<file path="config.mk">
export PLATFORM = sky130hd
export DESIGN_NAME = pfl_core
export DESIGN_NICKNAME = d
export VERILOG_FILES = /design/src/shared/pfl_pkg.sv /design/src/design/pfl_core.sv
export SDC_FILE = /design/constraint.sdc
export NUM_CORES = 1
export LEC_CHECK = 0
export BUFFER_PORTS_ARGS = -buffer_cell sky130_fd_sc_hd__buf_2
export CAP_MARGIN = 20
export CORE_MARGIN = 1
export CORE_UTILIZATION = 60
export CTS_CLUSTER_SIZE = 28
export DETAILED_ROUTE_END_ITERATION = 16
export PLACE_DENSITY = 0.85
export SLEW_MARGIN = 0
export SYNTH_ARGS = -nofsm -noshare
export SYNTH_HDL_FRONTEND = slang
export SYNTH_SLANG_ARGS = --single-unit
</file>
<file path="constraint.sdc">
create_clock -name clock_i -period 5.1 [get_ports clock_i]
set_input_delay 0.255 -clock clock_i [delete_from_list [all_inputs] [get_ports clock_i]]
set_output_delay 0.255 -clock clock_i [all_outputs]
set_load 0.05 [all_outputs]
</file>
<file path="src/shared/pfl_pkg.sv">
// constants for the pll feedback divider, phase detector and lock detector
// assumes one 125 MHz system clock and an 8-bit register port
`default_nettype none
package pfl_pkg;
   // ***************************
   // register byte addresses
   // ***************************
   localparam logic [7:0] A_SWALLOW = 8'h04;
   localparam logic [7:0] A_MAIN_LO = 8'h05;
   localparam logic [7:0] A_MAIN_HI = 8'h06;
   localparam logic [7:0] A_STAT_SEL = 8'h08;
   localparam logic [7:0] A_CNT_RST = 8'h09;
   localparam logic [7:0] A_PRESC = 8'h0a;
   localparam logic [7:0] A_REF_HI = 8'h0b;
   localparam logic [7:0] A_REF_LO = 8'h0c;
   localparam logic [7:0] A_LOCK_CTL = 8'h0d;
   localparam logic [7:0] A_LOCK_ST = 8'h0e;
   localparam logic [7:0] REG_RST = 8'h00;
   // ***************************
   // field layout
   // ***************************
   localparam int SWAL_W = 6;
   localparam int MAIN_W = 13;
   localparam int REF_W = 14;
   localparam int LO_W = 8;
   localparam int SEL_LSB = 2;
   localparam int SEL_W = 4;
   localparam int RST_SH_BIT = 0;
   localparam int RST_AB_BIT = 1;
   localparam int PRESC_LSB = 2;
   localparam int PRESC_W = 3;
   localparam int BYP_BIT = 6;
   localparam int ABP_LSB = 0;
   localparam int ABP_W = 2;
   localparam int WIN_BIT = 5;
   localparam int LDDIS_BIT = 6;
   localparam logic [MAIN_W-1:0] MAIN_BYP_VAL = 13'h0001;
   localparam logic [REF_W-1:0] REF_ZERO_VAL = 14'h0001;
   // ***************************
   // prescaler codes and status select codes
   // ***************************
   localparam logic [2:0] PM_FD1 = 3'h0;
   localparam logic [2:0] PM_FD2 = 3'h1;
   localparam logic [2:0] PM_FD3 = 3'h7;
   localparam logic [3:0] SEL_LOW = 4'h0;
   localparam logic [3:0] SEL_LOCK_HI = 4'h1;
   localparam logic [3:0] SEL_LOCK_LO = 4'h2;
   localparam logic [3:0] SEL_REF_DIV = 4'h3;
   localparam logic [3:0] SEL_FB_DIV = 4'h4;
   localparam logic [3:0] SEL_PD_UP = 4'h5;
   localparam logic [3:0] SEL_PD_DN = 4'h6;
   // ***************************
   // timing, in picoseconds, and derived cycle counts
   // ***************************
   localparam int CLK_PS = 8000;
   localparam int ABP0_PS = 1300;
   localparam int ABP1_PS = 2900;
   localparam int ABP2_PS = 6000;
   localparam int ABP3_PS = 1300;
   localparam int LOCK_IN0_PS = 9500;
   localparam int LOCK_OUT0_PS = 15000;
   localparam int LOCK_IN1_PS = 3500;
   localparam int LOCK_OUT1_PS = 7000;
   // least times round up, longest times round down, never below one cycle
   localparam int ABP0_CYC = (ABP0_PS + CLK_PS - 1) / CLK_PS;
   localparam int ABP1_CYC = (ABP1_PS + CLK_PS - 1) / CLK_PS;
   localparam int ABP2_CYC = (ABP2_PS + CLK_PS - 1) / CLK_PS;
   localparam int ABP3_CYC = (ABP3_PS + CLK_PS - 1) / CLK_PS;
   localparam int LOCK_IN0_CYC = (LOCK_IN0_PS / CLK_PS < 1) ? 1 : LOCK_IN0_PS / CLK_PS;
   localparam int LOCK_IN1_CYC = (LOCK_IN1_PS / CLK_PS < 1) ? 1 : LOCK_IN1_PS / CLK_PS;
   localparam int LOCK_OUT0_CYC = (LOCK_OUT0_PS + CLK_PS - 1) / CLK_PS;
   localparam int LOCK_OUT1_CYC = (LOCK_OUT1_PS + CLK_PS - 1) / CLK_PS;
endpackage : pfl_pkg
`default_nettype wire
</file>
<file path="src/design/pfl_core.sv">
// pll feedback divider, reference divider, phase detector and digital lock detector
// assumes vco and reference pins far slower than the 125 MHz clock; both pass two flops
`default_nettype none
// Contract
// - feedback divider is a 3-bit-coded prescaler, 6-bit swallow and 13-bit main counter.
// - prescaler offers dual-modulus P or P+1, and fixed-divide with three ratios.
// - codes 000, 001, 111 select fixed divide by 1, 2 and 3.
// - in fixed-divide mode the swallow counter is unused.
// - bypass bit makes main counter divide by 1; software uses it in fixed-divide only.
// - main count valid 3 to 8191; resets to invalid 0, software must program it.
// - swallow and main counters have a test reset and the shared counter reset.
// - dual-modulus ratio is P times main count plus swallow count.
// - fixed-divide ratio is fixed prescaler ratio times main count.
// - phase detector compares reference and feedback outputs into up and down pulses.
// - 2-bit antibacklash code sets minimum pulse width; code 00 gives 1.3 ns.
// - 4-bit select chooses which internal signal drives the status output.
// - with lock selected the status output is logic level, high or low active.
// - window 0: lock sets within 9.5 ns coincidence, clears at 15 ns separation.
// - window 1: lock sets at 3.5 ns coincidence, clears at 7 ns separation.
// - lock-detect disable bit turns the lock indication off.
// - lock indication need not fall when the reference stops.
// - reference divider is 14 bits, 1 to 16383, zero divides by one.
// - only the vco feedback input clocks the feedback divider.
module pfl_core #(
   parameter int SEP_W = 8
) (
   input wire logic clock_i,
   input wire logic rst_b_i,
   input wire logic vco_feedback_input_i,
   input wire logic reference_input_i,
   input wire logic [7:0] addr_i,
   input wire logic [7:0] wdata_i,
   input wire logic wr_i,
   input wire logic rd_i,
   output logic [7:0] rdata_o,
   output logic status_o,
   output logic lock_o,
   output logic pd_up_o,
   output logic pd_dn_o,
   output logic fb_div_o,
   output logic ref_div_o
);
   if (SEP_W < 4 || SEP_W > 16) begin : g_chk
      $error("pfl_core: SEP_W must lie in 4..16");
   end

   // ***************************
   // decode helpers
   // ***************************
   function automatic logic is_dual(input logic [2:0] code);
      return !(code == pfl_pkg::PM_FD1 || code == pfl_pkg::PM_FD2 || code == pfl_pkg::PM_FD3);
   endfunction : is_dual

   function automatic logic [5:0] presc_mod(input logic [2:0] code, input logic plus);
      unique case (code)
         pfl_pkg::PM_FD1: return 6'h01;
         pfl_pkg::PM_FD2: return 6'h02;
         pfl_pkg::PM_FD3: return 6'h03;
         default: return (6'h01 << (code - 3'h1)) + {5'h00, plus};
      endcase
   endfunction : presc_mod

   function automatic logic [2:0] abp_cycles(input logic [1:0] code);
      unique case (code)
         2'h0: return 3'(pfl_pkg::ABP0_CYC);
         2'h1: return 3'(pfl_pkg::ABP1_CYC);
         2'h2: return 3'(pfl_pkg::ABP2_CYC);
         2'h3: return 3'(pfl_pkg::ABP3_CYC);
      endcase
   endfunction : abp_cycles

   // ***************************
   // pin synchronisers
   // ***************************
   logic [2:0] vco_sync_r;
   logic [2:0] ref_sync_r;
   logic vco_edge;
   logic ref_edge;

   always_ff @(posedge clock_i or negedge rst_b_i) begin
      if (!rst_b_i) begin
         vco_sync_r <= 3'h0;
         ref_sync_r <= 3'h0;
      end else begin
         vco_sync_r <= {vco_sync_r[1:0], vco_feedback_input_i};
         ref_sync_r <= {ref_sync_r[1:0], reference_input_i};
      end
   end
   // stage 0 is read by stage 1 only
   assign vco_edge = vco_sync_r[1] & ~vco_sync_r[2];
   assign ref_edge = ref_sync_r[1] & ~ref_sync_r[2];

   // ***************************
   // register file
   // ***************************
   logic [pfl_pkg::SWAL_W-1:0] swal_r;
   logic [pfl_pkg::MAIN_W-1:0] main_r;
   logic [pfl_pkg::REF_W-1:0] ref_div_r;
   logic [pfl_pkg::SEL_W-1:0] sel_r;
   logic [pfl_pkg::PRESC_W-1:0] presc_r;
   logic [pfl_pkg::ABP_W-1:0] abp_r;
   logic rst_sh_r;
   logic rst_ab_r;
   logic byp_r;
   logic win_r;
   logic lddis_r;
   logic [7:0] rd_val;
   logic [7:0] rdata_r;
   logic lock_r;
   logic up_r;
   logic dn_r;
   logic status_r;

   always_ff @(posedge clock_i or negedge rst_b_i) begin
      if (!rst_b_i) begin
         swal_r <= pfl_pkg::SWAL_W'(pfl_pkg::REG_RST);
         main_r <= pfl_pkg::MAIN_W'(pfl_pkg::REG_RST);
         ref_div_r <= pfl_pkg::REF_W'(pfl_pkg::REG_RST);
         sel_r <= pfl_pkg::SEL_LOW;
         presc_r <= pfl_pkg::PM_FD1;
         abp_r <= pfl_pkg::ABP_W'(pfl_pkg::REG_RST);
         rst_sh_r <= 1'b0;
         rst_ab_r <= 1'b0;
         byp_r <= 1'b0;
         win_r <= 1'b0;
         lddis_r <= 1'b0;
      end else if (wr_i) begin
         unique case (addr_i)
            pfl_pkg::A_SWALLOW: swal_r <= wdata_i[pfl_pkg::SWAL_W-1:0];
            pfl_pkg::A_MAIN_LO: main_r[pfl_pkg::LO_W-1:0] <= wdata_i;
            pfl_pkg::A_MAIN_HI: main_r[pfl_pkg::MAIN_W-1:pfl_pkg::LO_W] <= wdata_i[pfl_pkg::MAIN_W-pfl_pkg::LO_W-1:0];
            pfl_pkg::A_STAT_SEL: sel_r <= wdata_i[pfl_pkg::SEL_LSB+:pfl_pkg::SEL_W];
            pfl_pkg::A_CNT_RST: begin
               rst_sh_r <= wdata_i[pfl_pkg::RST_SH_BIT];
               rst_ab_r <= wdata_i[pfl_pkg::RST_AB_BIT];
            end
            pfl_pkg::A_PRESC: begin
               presc_r <= wdata_i[pfl_pkg::PRESC_LSB+:pfl_pkg::PRESC_W];
               byp_r <= wdata_i[pfl_pkg::BYP_BIT];
            end
            pfl_pkg::A_REF_HI: ref_div_r[pfl_pkg::REF_W-1:pfl_pkg::LO_W] <= wdata_i[pfl_pkg::REF_W-pfl_pkg::LO_W-1:0];
            pfl_pkg::A_REF_LO: ref_div_r[pfl_pkg::LO_W-1:0] <= wdata_i;
            pfl_pkg::A_LOCK_CTL: begin
               abp_r <= wdata_i[pfl_pkg::ABP_LSB+:pfl_pkg::ABP_W];
               win_r <= wdata_i[pfl_pkg::WIN_BIT];
               lddis_r <= wdata_i[pfl_pkg::LDDIS_BIT];
            end
            default: ;
         endcase
      end
   end

   always_comb begin
      rd_val = pfl_pkg::REG_RST;
      unique case (addr_i)
         pfl_pkg::A_SWALLOW: rd_val[pfl_pkg::SWAL_W-1:0] = swal_r;
         pfl_pkg::A_MAIN_LO: rd_val = main_r[pfl_pkg::LO_W-1:0];
         pfl_pkg::A_MAIN_HI: rd_val[pfl_pkg::MAIN_W-pfl_pkg::LO_W-1:0] = main_r[pfl_pkg::MAIN_W-1:pfl_pkg::LO_W];
         pfl_pkg::A_STAT_SEL: rd_val[pfl_pkg::SEL_LSB+:pfl_pkg::SEL_W] = sel_r;
         pfl_pkg::A_CNT_RST: begin
            rd_val[pfl_pkg::RST_SH_BIT] = rst_sh_r;
            rd_val[pfl_pkg::RST_AB_BIT] = rst_ab_r;
         end
         pfl_pkg::A_PRESC: begin
            rd_val[pfl_pkg::PRESC_LSB+:pfl_pkg::PRESC_W] = presc_r;
            rd_val[pfl_pkg::BYP_BIT] = byp_r;
         end
         pfl_pkg::A_REF_HI: rd_val[pfl_pkg::REF_W-pfl_pkg::LO_W-1:0] = ref_div_r[pfl_pkg::REF_W-1:pfl_pkg::LO_W];
         pfl_pkg::A_REF_LO: rd_val = ref_div_r[pfl_pkg::LO_W-1:0];
         pfl_pkg::A_LOCK_CTL: begin
            rd_val[pfl_pkg::ABP_LSB+:pfl_pkg::ABP_W] = abp_r;
            rd_val[pfl_pkg::WIN_BIT] = win_r;
            rd_val[pfl_pkg::LDDIS_BIT] = lddis_r;
         end
         pfl_pkg::A_LOCK_ST: rd_val[3:0] = {status_r, dn_r, up_r, lock_r};
         default: rd_val = pfl_pkg::REG_RST;
      endcase
   end

   // read data are valid only in the cycle after the read strobe
   always_ff @(posedge clock_i or negedge rst_b_i) begin
      if (!rst_b_i) begin
         rdata_r <= pfl_pkg::REG_RST;
      end else begin
         rdata_r <= rd_i ? rd_val : pfl_pkg::REG_RST;
      end
   end

   // ***************************
   // feedback divider, clocked by vco edges only
   // ***************************
   logic [5:0] pcnt_r;
   logic [pfl_pkg::SWAL_W-1:0] acnt_r;
   logic [pfl_pkg::MAIN_W-1:0] mcnt_r;
   logic [pfl_pkg::MAIN_W-1:0] b_eff;
   logic [5:0] pmod;
   logic dual;
   logic plus;
   logic pre_tick;
   logic fb_tick;
   logic hold_fb;

   assign hold_fb = rst_sh_r | rst_ab_r;
   assign dual = is_dual(presc_r);
   assign plus = dual && (acnt_r < swal_r);
   assign pmod = presc_mod(presc_r, plus);
   // >= rather than == so a reprogrammed smaller ratio cannot run the counters away
   // a held divider must not tick, even at an overall ratio of one
   assign pre_tick = vco_edge && !hold_fb && (pcnt_r >= pmod - 6'h01);
   assign b_eff = byp_r ? pfl_pkg::MAIN_BYP_VAL : main_r;
   // a main count of zero never wraps, so an unprogrammed divider stays silent
   assign fb_tick = pre_tick && (b_eff != '0) && (mcnt_r >= b_eff - pfl_pkg::MAIN_BYP_VAL);

   always_ff @(posedge clock_i or negedge rst_b_i) begin
      if (!rst_b_i) begin
         pcnt_r <= 6'h00;
      end else if (hold_fb || pre_tick) begin
         pcnt_r <= 6'h00;
      end else if (vco_edge) begin
         pcnt_r <= pcnt_r + 6'h01;
      end
   end

   always_ff @(posedge clock_i or negedge rst_b_i) begin
      if (!rst_b_i) begin
         acnt_r <= '0;
      end else if (hold_fb || !dual || fb_tick) begin
         acnt_r <= '0;
      end else if (pre_tick && plus) begin
         acnt_r <= acnt_r + pfl_pkg::SWAL_W'(1);
      end
   end

   always_ff @(posedge clock_i or negedge rst_b_i) begin
      if (!rst_b_i) begin
         mcnt_r <= '0;
      end else if (hold_fb || fb_tick) begin
         mcnt_r <= '0;
      end else if (pre_tick) begin
         mcnt_r <= mcnt_r + pfl_pkg::MAIN_BYP_VAL;
      end
   end

   // ***************************
   // reference divider
   // ***************************
   logic [pfl_pkg::REF_W-1:0] rcnt_r;
   logic [pfl_pkg::REF_W-1:0] r_eff;
   logic ref_tick;

   assign r_eff = (ref_div_r == '0) ? pfl_pkg::REF_ZERO_VAL : ref_div_r;
   assign ref_tick = ref_edge && !rst_sh_r && (rcnt_r >= r_eff - pfl_pkg::REF_ZERO_VAL);

   always_ff @(posedge clock_i or negedge rst_b_i) begin
      if (!rst_b_i) begin
         rcnt_r <= '0;
      end else if (rst_sh_r || ref_tick) begin
         rcnt_r <= '0;
      end else if (ref_edge) begin
         rcnt_r <= rcnt_r + pfl_pkg::REF_ZERO_VAL;
      end
   end

   // ***************************
   // phase detector
   // ***************************
   logic [2:0] ab_cnt_r;
   logic both;
   logic clr;
   logic up_nxt;
   logic dn_nxt;

   assign both = up_r & dn_r;
   assign clr = both && (ab_cnt_r >= abp_cycles(abp_r) - 3'h1);
   // a new edge in the clearing cycle wins over the clear
   assign up_nxt = ref_tick | (up_r & ~clr);
   assign dn_nxt = fb_tick | (dn_r & ~clr);

   always_ff @(posedge clock_i or negedge rst_b_i) begin
      if (!rst_b_i) begin
         up_r <= 1'b0;
         dn_r <= 1'b0;
         ab_cnt_r <= 3'h0;
      end else begin
         up_r <= up_nxt;
         dn_r <= dn_nxt;
         ab_cnt_r <= (both && !clr) ? ab_cnt_r + 3'h1 : 3'h0;
      end
   end

   // ***************************
   // digital lock detector
   // ***************************
   logic [SEP_W-1:0] sep_r;
   logic [SEP_W-1:0] pair_sep;
   logic [SEP_W-1:0] in_cyc;
   logic [SEP_W-1:0] out_cyc;
   logic one_side;
   logic pair_evt;

   assign one_side = up_r ^ dn_r;
   assign pair_evt = up_nxt & dn_nxt & ~both;
   assign pair_sep = !one_side ? '0 : ((&sep_r) ? sep_r : sep_r + SEP_W'(1));
   assign in_cyc = win_r ? SEP_W'(pfl_pkg::LOCK_IN1_CYC) : SEP_W'(pfl_pkg::LOCK_IN0_CYC);
   assign out_cyc = win_r ? SEP_W'(pfl_pkg::LOCK_OUT1_CYC) : SEP_W'(pfl_pkg::LOCK_OUT0_CYC);

   always_ff @(posedge clock_i or negedge rst_b_i) begin
      if (!rst_b_i) begin
         sep_r <= '0;
      end else begin
         sep_r <= one_side ? pair_sep : '0;
      end
   end

   // no pair event while the reference is gone, so lock simply holds
   always_ff @(posedge clock_i or negedge rst_b_i) begin
      if (!rst_b_i) begin
         lock_r <= 1'b0;
      end else if (lddis_r) begin
         lock_r <= 1'b0;
      end else if (pair_evt && pair_sep >= out_cyc) begin
         lock_r <= 1'b0;
      end else if (pair_evt && pair_sep <= in_cyc) begin
         lock_r <= 1'b1;
      end
   end

   // ***************************
   // status multiplexer and outputs
   // ***************************
   logic fb_tick_r;
   logic ref_tick_r;

   always_ff @(posedge clock_i or negedge rst_b_i) begin
      if (!rst_b_i) begin
         status_r <= 1'b0;
         fb_tick_r <= 1'b0;
         ref_tick_r <= 1'b0;
      end else begin
         fb_tick_r <= fb_tick;
         ref_tick_r <= ref_tick;
         unique case (sel_r)
            pfl_pkg::SEL_LOCK_HI: status_r <= lock_r;
            pfl_pkg::SEL_LOCK_LO: status_r <= ~lock_r;
            pfl_pkg::SEL_REF_DIV: status_r <= ref_tick;
            pfl_pkg::SEL_FB_DIV: status_r <= fb_tick;
            pfl_pkg::SEL_PD_UP: status_r <= up_r;
            pfl_pkg::SEL_PD_DN: status_r <= dn_r;
            default: status_r <= 1'b0;
         endcase
      end
   end

   assign rdata_o = rdata_r;
   assign status_o = status_r;
   assign lock_o = lock_r;
   assign pd_up_o = up_r;
   assign pd_dn_o = dn_r;
   assign fb_div_o = fb_tick_r;
   assign ref_div_o = ref_tick_r;
endmodule : pfl_core
`default_nettype wire

</file>
# ---- Yosys cells after proc, flatten, opt, wreduce, memory -nomap -nowiden
# Cells that the tools add are included.
dict set report totals {
  ff_bits 117
  input_bits 22
  output_inout_bits 14
  wordCells 156
}
dict set report op_classes {
  add_sub_neg 12
  n_lt_le_gt_ge 7
  eq_ne 21
  shift 1
  n_mux 28
  n_bitwise 16
  reduce_logical 43
}
# cell count
set op_table {}
lappend op_table {{equality test 8 x 4 -> 1 bit (second input constant)} 7}
lappend op_table {{2-to-1 mux 14 bit} 3}
lappend op_table {{2-to-1 mux 13 bit} 3}
lappend op_table {{2-to-1 mux 8 bit} 4}
lappend op_table {{case mux 2 bit (8 select lines)} 2}
lappend op_table {{equality test 8 x 3 -> 1 bit (second input constant)} 3}
lappend op_table {{2-to-1 mux 6 bit} 4}
lappend op_table {{case mux 6 bit (3 select lines)} 1}
lappend op_table {{AND reduction 2 bit} 9}
lappend op_table {{adder 14 x 1 -> 14 bit (second input constant)} 1}
lappend op_table {{greater-or-equal comparator 14 bit} 1}
lappend op_table {{zero test 14 bit} 1}
lappend op_table {{subtractor 14 x 1 -> 14 bit (second input constant)} 1}
lappend op_table {{adder 13 x 1 -> 13 bit (second input constant)} 1}
lappend op_table {{greater-or-equal comparator 13 bit} 1}
lappend op_table {{nonzero test 13 bit} 1}
lappend op_table {{subtractor 13 x 1 -> 13 bit (second input constant)} 1}
lappend op_table {{adder 6 x 1 -> 6 bit (second input constant)} 2}
lappend op_table {{equality test 4 x 3 -> 1 bit (second input constant)} 3}
lappend op_table {{logical AND 1 bit} 12}
lappend op_table {{case mux 1 bit (6 select lines)} 2}
lappend op_table {{adder 8 x 1 -> 8 bit (second input constant)} 1}
lappend op_table {{equality test 4 x 2 -> 1 bit (second input constant)} 2}
lappend op_table {{greater-or-equal comparator 8 x 2 -> 1 bit} 1}
lappend op_table {{32 further kinds} 61}

# ---- Longest topological paths before layout
# Gate-level depths: netlist of the first run.
dict set report depth {
  ltp_word 19
  ltp_mapped 20
  depth_no_buf 20
}

# ---- Worst setup path after synthesis of the first run
# Ideal clock, no wire load.
dict set report synth_timing {
  path_type {reg2reg}
  startpoint {register ref_div_r[4] (netlist name)}
  endpoint {register rcnt_r[10] (netlist name)}
  setup_time_ps 72
  t_arrival_ps 4080
  required_time_ps 5028
  slack_ps 948
  path_stages_with_launch 18
  n_path_buf 1
  period_less_slack_ps 4152
  path_cell_list {dfrtp_1 > or4_4 > nor4_2 > or3b_1 > nor2_2 > a21oi_1 > ha_1 > nor3b_1 > and2b_2 > xnor2_1 > ha_1 > and4_1 > a311oi_1 > o31ai_1 > a21boi_0 > a21oi_1 > clkbuf_1 > nor2_1}
}
dict set report synth_between {
  elab_chain_cells 7
  word_cells_on_any_way 8
  classes_between {add/sub: 1; order compare: 1; mux: 2; reduce/logical: 4}
}
# element line
set synth_rtl {}
lappend synth_rtl {{start: declaration} pfl_core.sv:98} ;# logic [pfl_pkg::REF_W-1:0] ref_div_r;
lappend synth_rtl {{start signal: assignment} pfl_core.sv:118} ;# ref_div_r <= pfl_pkg::REF_W'(pfl_pkg::REG_RST);
lappend synth_rtl {{start signal: indexed assignment} pfl_core.sv:141} ;# pfl_pkg::A_REF_HI: ref_div_r[pfl_pkg::REF_W-1:pfl_pkg::LO_W] <= wdata_i[pfl_pkg::REF_W-pfl_pkg::LO_W-1:0];
lappend synth_rtl {{start signal: indexed assignment} pfl_core.sv:142} ;# pfl_pkg::A_REF_LO: ref_div_r[pfl_pkg::LO_W-1:0] <= wdata_i;
lappend synth_rtl {{zero test 14 bit} pfl_core.sv:251} ;# assign r_eff = (ref_div_r == '0) ? pfl_pkg::REF_ZERO_VAL : ref_div_r;
lappend synth_rtl {{2-to-1 mux 14 bit (*)} pfl_core.sv:251}
lappend synth_rtl {{subtractor 14 x 1 -> 14 bit (*)} pfl_core.sv:252} ;# assign ref_tick = ref_edge && !rst_sh_r && (rcnt_r >= r_eff - pfl_pkg::REF_ZERO_VAL);
lappend synth_rtl {{greater-or-equal comparator 14 bit (*)} pfl_core.sv:252}
lappend synth_rtl {{logical AND 1 bit (*)} pfl_core.sv:252}
lappend synth_rtl {{logical OR 1 bit (*)} pfl_core.sv:257} ;# end else if (rst_sh_r || ref_tick) begin
lappend synth_rtl {{2-to-1 mux 14 bit / nonzero test 2 bit (equally long branches)} -}
lappend synth_rtl {{end signal: assignment} pfl_core.sv:260} ;# rcnt_r <= rcnt_r + pfl_pkg::REF_ZERO_VAL;
lappend synth_rtl {{end: declaration} pfl_core.sv:247} ;# logic [pfl_pkg::REF_W-1:0] rcnt_r;
# Mark *: on every way between the ends. The rest lies on a longest branch, timed or not.
# A chain may end at the register's enable or synchronous reset.

# ---- Final worst setup path of the first run
dict set report layout_timing {
  startpoint {register ref_div_r[4] (netlist name)}
  endpoint {register rcnt_r[7] (netlist name)}
}
# Same word-level chain as after synthesis.

==> impl_metrics.csv, run 1 <==
group,metric,value,unit
critical_path,r2r_slack,0.33,ns
cells_and_area,layout_common_cells,"dfrtp_1 (114), nor2_1 (75), ha_1 (53)",
floorplan,initial_utilization,62.7,%
critical_path,cp.required,5.44,ns
pwr,leakage,3.73,nW
synth,ys_ff_latch,114,
critical_path,crit_end,"rcnt_r[7]$_DFFE_PN0P_",
critical_path,worstSetupPathType,"flip-flop to flip-flop",
synth,synth-adder-area-share,9.55,%
detailed_routing,drt-wirelength-per-cell,19.2,µm
critical_path,worst_path_max_delay_cell,"or4_4",
critical_path,slowest_delay,0.59,ns
critical_path,arrival,5.11,ns
detailed_routing,wl,17100,µm
cells_and_area,syn2layout_area_growth,13.9,%
synth,synth_area,0.00694,mm²
synth,synth_compound_area_share,11.8,%
floorplan,coreArea,0.0111,mm²
cells_and_area,nFillCells,771,
pwr,vdd_drop_max,387,µV
synth,yosysSeqAreaShare,41.1,%
critical_path,critical_path_buf_inv_count,0,
critical_path,crit_fanout,12,
detailed_routing,via_per_inst,6.48,
critical_path,endpoint_kind,"flip-flop",
cts,clk_latency,0.42,ns
cts,cts_buffers,17,
critical_path,crit_family,"simple AND/OR/NAND/NOR gates",
place,portBuffers,35,
synth,synth_cell_types,71,
cts,clkSinkCount,114,
cells_and_area,nets,816,
cts,cts-htree-levels,4,
cts,cts_setup_buffers,0,
floorplan,row_count,38,
detailed_routing,route.vias.total,5791,
hold_path,min_path_type,"input port to flip-flop",
timing,rsz0062_at_grt,"no",
place,dpl_cell_area,0.00725,mm²
cts,root_buffer,"clkbuf_16",
cts,cts_tree,"done",
cells_and_area,finalNonFillerCells,893,
critical_path,crit_path_start_kind,"flip-flop",
timing,fmax,210,MHz
critical_path,crit_cells,17,
timing,report.final.slew_viol_count,0,
grt,grt_pass1_vias,5672,
grt,grt_usage,31.2,%
grt,grt_pass1_wl,27900,µm
flow_run,drv_cap,0,
cells_and_area,finalInstanceArea,0.00791,mm²
timing,fin_crit,4.77,ns
place,place_congestion,0.963,
grt,grt-ovfl-total,0,
synth,synth_simple_gate_area_share,19.3,%
timing,fin_tns_setup,0,ns
detailed_routing,ant_nets,0,
synth,syn_avg_cell_area,9.92,µm²
timing,fin_ws,0.330,ns
critical_path,crit_chain,"or4_4, nor4_2, or3b_1, nor2_2, a21oi_1, ha_1, nor3b_1, and2b_2, xnor2_1, ha_1, a211oi_1, nor2_1, a311oi_1, o31ai_1, a21boi_0, a21oi_2, nor2_1",
floorplan,die_w,110,µm
synth,async_reset_ff_share,100,%
pwr,p_per_area,392,mW/mm²
critical_path,timing.rr.end,"rcnt_r[7]$_DFFE_PN0P_",
timing,clock-skew-final,0.00807,ns
place,dp_cells,859,
synth,syn_nets,775,
cells_and_area,fin_util,71.4,%
timing,setup_viol,0,
critical_path,ff2ff_path_depth,17,
synth,yosysWarnings,0,
detailed_routing,drtIter0Drc,538,
floorplan,die_h,110,µm
timing,max_slew_margin,39.2,%
timing,holdWs,0.124,ns
grt,grt_start_max_net_pins,60,
floorplan,die_area,0.0120,mm²
pwr,power.total,3.10,mW
floorplan,num_io_pins,36,
cells_and_area,layout_commonest_cell,"dfrtp_1",
synth,synth_mux_area_share,9.69,%
cells_and_area,num_antenna_cells,0,
synth,synth_top_family_by_area,"simple AND/OR/NAND/NOR gates",
critical_path,startpoint,"ref_div_r[4]$_DFFE_PN0P_",
synth,ys.flop_type,"dfrtp_1",
place,dpl.hpwl,12300,µm
place,place_worst_setup_slack,0.440,ns
cts,clockBufferDepth,2,
cells_and_area,drive_gt1_share,17.7,%
grt,grt_antenna_before_repair,0,
detailed_routing,dr.pass1.iters,7,
detailed_routing,drc,0,
synth,synth_edf_count,0,
timing,timing.final.hold_violations,0,
run_status,status,"finished, final reports clean",
timing,min_period_over_period,93.5,%
timing,tightest_slew,0.904,ns
cts,path_clk_slew,0.06,ns
synth,syn_inst,700,
critical_path,r2r-start,"ref_div_r[4]$_DFFE_PN0P_",
synth,synth_xor_area_share,6.31,%
## flip-flops by register name, summed over array words and instances (netlist names), 2 cells and up
register    count
presc_r         3
rcnt_r         14
vco_sync_r      3
mcnt_r         13
ref_div_r      14
acnt_r          6
sel_r           4
abp_r           2
rdata_o         8
swal_r          6
ref_sync_r      3
pcnt_r          6
sep_r           8
main_r         13
## cell usage after synthesis (all sizes together), types with 3 or more instances
library cell / number / share of area (%)
nand2b: 12 / 1.1
xnor2: 31 / 3.9
a22oi: 16 / 1.7
nor2: 77 / 4.2
a21oi: 24 / 1.7
or4: 5 / 0.65
nand3b: 4 / 0.43
dfrtp: 114 / 41
o22ai: 3 / 0.27
o21ai: 18 / 1.5
mux2: 50 / 8.1
a211oi: 6 / 0.65
nor3b: 5 / 0.54
and2: 3 / 0.27
nor3: 26 / 2.0
nor2b: 11 / 0.99
a21o: 6 / 0.65
mux2i: 11 / 1.6
a21boi: 4 / 0.43
or3: 3 / 0.34
o21a: 3 / 0.32
and4: 4 / 0.50
a31oi: 10 / 0.90
and3: 5 / 0.45
nand3: 22 / 1.6
inv: 23 / 1.2
nor4: 8 / 0.81
ha: 53 / 9.5
clkbuf: 17 / 0.92
a32oi: 4 / 0.50
nand2: 50 / 2.7
xor2: 19 / 2.4
nand4: 17 / 1.5
## area by class of cell
type	count	area, µm²	share of cell area (%)
inverters	24	90.1	1.14
clock buffers	21	470	5.95
repair buffers	41	230	2.91
well taps	140	175	2.22
clock inverters	10	156	1.98
flip-flops and latches	114	2850	36.1
multi-input cells	543	3930	49.7
## kinds of logic (layout without fill, tap and decap cells)
logic type / after synthesis / in the layout
AOI/OAI and AO/OA: 118 / 118
muxes: 61 / 61
DFF: 114 / 114
and+or+nand+nor: 261 / 261
adders and majority gates: 53 / 53
buffers and inverters: 43 / 96
xor gates and xnor gates: 50 / 50
## power breakdown
group / internal, mW / total (mW) / switching (mW)
clock network: 0.849 / 1.25 / 0.402
logic: 0.312 / 0.736 / 0.424
registers: 0.987 / 1.12 / 0.129
## layer usage
metal  part of all wire [%]  wire length [µm]  vias to the layer above  GRT usage [%]
met4                    3.1               526                        0           16.2
met3                    8.0              1370                       49           7.53
met1                     42              7190                     2789           40.4
met5                      0                 0                        -              0
met2                     47              8040                      310           48.7
li1                       -                 -                     2643              -
## worst min-delay path by stage
stage                                  from                  endpoint  slack (ns)  cells past startpoint
CTS                              wdata_i[7]  ref_div_r[7]$_DFFE_PN0P_        0.11                      2
detailed placement  ref_sync_r[0]$_DFF_PN0_   ref_sync_r[1]$_DFF_PN0_        0.34                      0
global route                     wdata_i[7]     main_r[7]$_DFFE_PN0P_        0.13                      2
global placement                    rst_b_i        sep_r[3]$_DFF_PN0_        0.34                      1
floorplan                           rst_b_i      abp_r[0]$_DFFE_PN0P_       -0.04                      0
finish                           wdata_i[7]  ref_div_r[7]$_DFFE_PN0P_        0.12                      2
## repair_timing
action / CTS / global route
hold buffers: 3 / 0
hold endpoints to repair: 57 / 0
resized for setup: 0 / 1
endpoints found under the setup margin: 0 / 12
No activity file was read; power rests on OpenSTA's default activity.
==> inputs of run 2 (changes only) <==
--- a/config.mk
+++ b/config.mk
@@ -8,10 +8,10 @@
 export BUFFER_PORTS_ARGS = -buffer_cell sky130_fd_sc_hd__buf_2
 export CAP_MARGIN = 20
 export CORE_MARGIN = 1
-export CORE_UTILIZATION = 60
+export CORE_UTILIZATION = 30
 export CTS_CLUSTER_SIZE = 28
 export DETAILED_ROUTE_END_ITERATION = 16
-export PLACE_DENSITY = 0.85
+export PLACE_DENSITY = 0.52
 export SLEW_MARGIN = 0
 export SYNTH_ARGS = -nofsm -noshare
 export SYNTH_HDL_FRONTEND = slang
==> impl_metrics.csv, run 2 (synthesis gave the netlist of run 1 again) <==
group,metric,value,unit
cells_and_area,drive_gt1_share,17.9,%
flow_run,drv_cap,0,
grt,grt_usage,15.9,%
cts,cts_tree,"done",
cells_and_area,syn2layout_area_growth,16.2,%
timing,fin_tns_setup,0,ns
cts,clockBufferDepth,2,
critical_path,r2r-start,"ref_div_r[4]$_DFFE_PN0P_",
place,dpl.hpwl,13200,µm
cts,clkSinkCount,114,
detailed_routing,drc,0,
cts,cts.repair.resized,0,
cts,clk_latency,0.42,ns
cts,cts_setup_buffers,0,
critical_path,timing.rr.end,"lock_o$_DFFE_PN0P_",
critical_path,r2r_slack,0.47,ns
place,place_worst_setup_slack,0.449,ns
place,place_congestion,0.849,
detailed_routing,drtIter0Drc,306,
timing,holdWs,0.113,ns
floorplan,num_io_pins,36,
timing,report.final.slew_viol_count,0,
timing,min_period_over_period,90.8,%
critical_path,crit_path_start_kind,"flip-flop",
hold_path,whs_endpoint,"main_r[7]$_DFFE_PN0P_",
detailed_routing,ant_nets,0,
grt,grt_antenna_before_repair,0,
timing,timing.final.hold_violations,0,
timing,max_slew_margin,40.9,%
critical_path,arrival,4.94,ns
critical_path,worstSetupPathType,"flip-flop to flip-flop",
cells_and_area,num_antenna_cells,0,
place,portBuffers,35,
cells_and_area,nets,818,
detailed_routing,drt-wirelength-per-cell,17.1,µm
detailed_routing,route.vias.total,5413,
cells_and_area,finalNonFillerCells,1039,
grt,grt_pass1_wl,29100,µm
pwr,power.total,3.02,mW
cts,cts-htree-levels,4,
floorplan,die_w,154,µm
critical_path,ff2ff_path_depth,16,
cts,root_buffer,"clkbuf_16",
place,dpl_cell_area,0.00745,mm²
grt,grt-ovfl-total,0,
detailed_routing,dr.pass1.iters,5,
cells_and_area,finalInstanceArea,0.00807,mm²
cells_and_area,layout_common_cells,"dfrtp_1 (114), nor2_1 (75), ha_1 (53)",
timing,fin_crit,4.63,ns
cells_and_area,fin_util,35.6,%
cells_and_area,layout_commonest_cell,"dfrtp_1",
timing,rsz0062_at_grt,"no",
timing,fmax,216,MHz
timing,fin_ws,0.471,ns
timing,setup_viol,0,
cells_and_area,reg.largest.list,"rcnt_r x14, ref_div_r x14",
floorplan,die_h,154,µm
timing,tightest_slew,0.887,ns
floorplan,initial_utilization,30.7,%
cts,cts_buffers,17,
detailed_routing,wl,17800,µm
pwr,vdd_drop_max,212,µV
critical_path,crit_fanout,7,
floorplan,coreArea,0.0226,mm²
floorplan,row_count,55,
pwr,leakage,3.71,nW
timing,clock-skew-final,0.0105,ns
detailed_routing,via_per_inst,5.21,
floorplan,die_area,0.0238,mm²
hold_path,worstHoldStart,"wdata_i[7]",
hold_path,min_path_type,"input port to flip-flop",
hold_path,hold_depth,2,
critical_path,cp.required,5.41,ns
cts,path_clk_slew,0.06,ns
grt,grt_start_max_net_pins,65,
place,dp_cells,1006,
pwr,p_per_area,374,mW/mm²
grt,grt_pass1_vias,5339,
run_status,status,"finished, final reports clean",
critical_path,endpoint_kind,"flip-flop",
run 2: cell count changes in the layout (fill, tap and decap cells not counted), sizes merged:
cell	previous run	this run
buf	38	40
clkinv	6	5
bufinv	4	3
clkinvlp	1	5
clkbuf	21	17
inv	23	24
run 2: how the worst max path moves through the flow:
stage	startpoint	to	slack [ns]	cells after the start
global route	ref_div_r[4]$_DFFE_PN0P_	lock_o$_DFFE_PN0P_	0.09	17
CTS	ref_div_r[4]$_DFFE_PN0P_	lock_o$_DFFE_PN0P_	0.42	17
finish	ref_div_r[4]$_DFFE_PN0P_	lock_o$_DFFE_PN0P_	0.47	16
global placement	ref_div_r[4]$_DFFE_PN0P_	lock_o$_DFFE_PN0P_	0.50	17
floorplan	ref_div_r[4]$_DFFE_PN0P_	rcnt_r[10]$_DFFE_PN0P_	0.95	17
detailed placement	ref_div_r[4]$_DFFE_PN0P_	lock_o$_DFFE_PN0P_	0.45	16
run 2: layer usage:
metal / up-vias / part of all wire (%) / track usage, %
met4: 0 / 1.2 / 5.00
met5: - / 0 / 0
met2: 82 / 42 / 22.9
li1: 2661 / - / -
met3: 17 / 2.9 / 2.62
met1: 2653 / 54 / 24.1
run 2: repair_timing:
item	in CTS	in global routing
hold buffers	3	0
endpoints found under the setup margin	0	0
hold endpoints to repair	36	0
run 2: layout make-up:
type / instances / area [µm²]
Sequential cell: 114 / 2850
Tap cell: 285 / 357
Fill cell: 2271 / 14600
Clock inverter: 13 / 164
Timing Repair Buffer: 43 / 245
Clock buffer: 17 / 425
Inverter: 24 / 90.1
Multi-Input combinational cell: 543 / 3940
run 2: power by group:
group / total [mW] / internal (mW) / switching, mW / leakage [nW]
Clock: 1.21 / 0.762 / 0.444 / 0.273
Sequential: 1.11 / 0.986 / 0.122 / 1.55
Combinational: 0.706 / 0.308 / 0.398 / 1.89
Total: 3.02 / 2.06 / 0.964 / 3.71
run 2: worst max-delay path, cell delays in order (launching register included):
cell and delay (ns):
dfrtp_1 0.46, or4_4 0.59, nor4_2 0.22, or3b_1 0.41, nor2_2 0.15, a21oi_1 0.12
ha_1 0.21, nor3b_1 0.20, and2b_2 0.23, xnor2_1 0.12, ha_1 0.31, and4_1 0.23
a311oi_1 0.33, o21ai_0 0.32, nor2_1 0.24, a211oi_1 0.08, a221oi_1 0.30
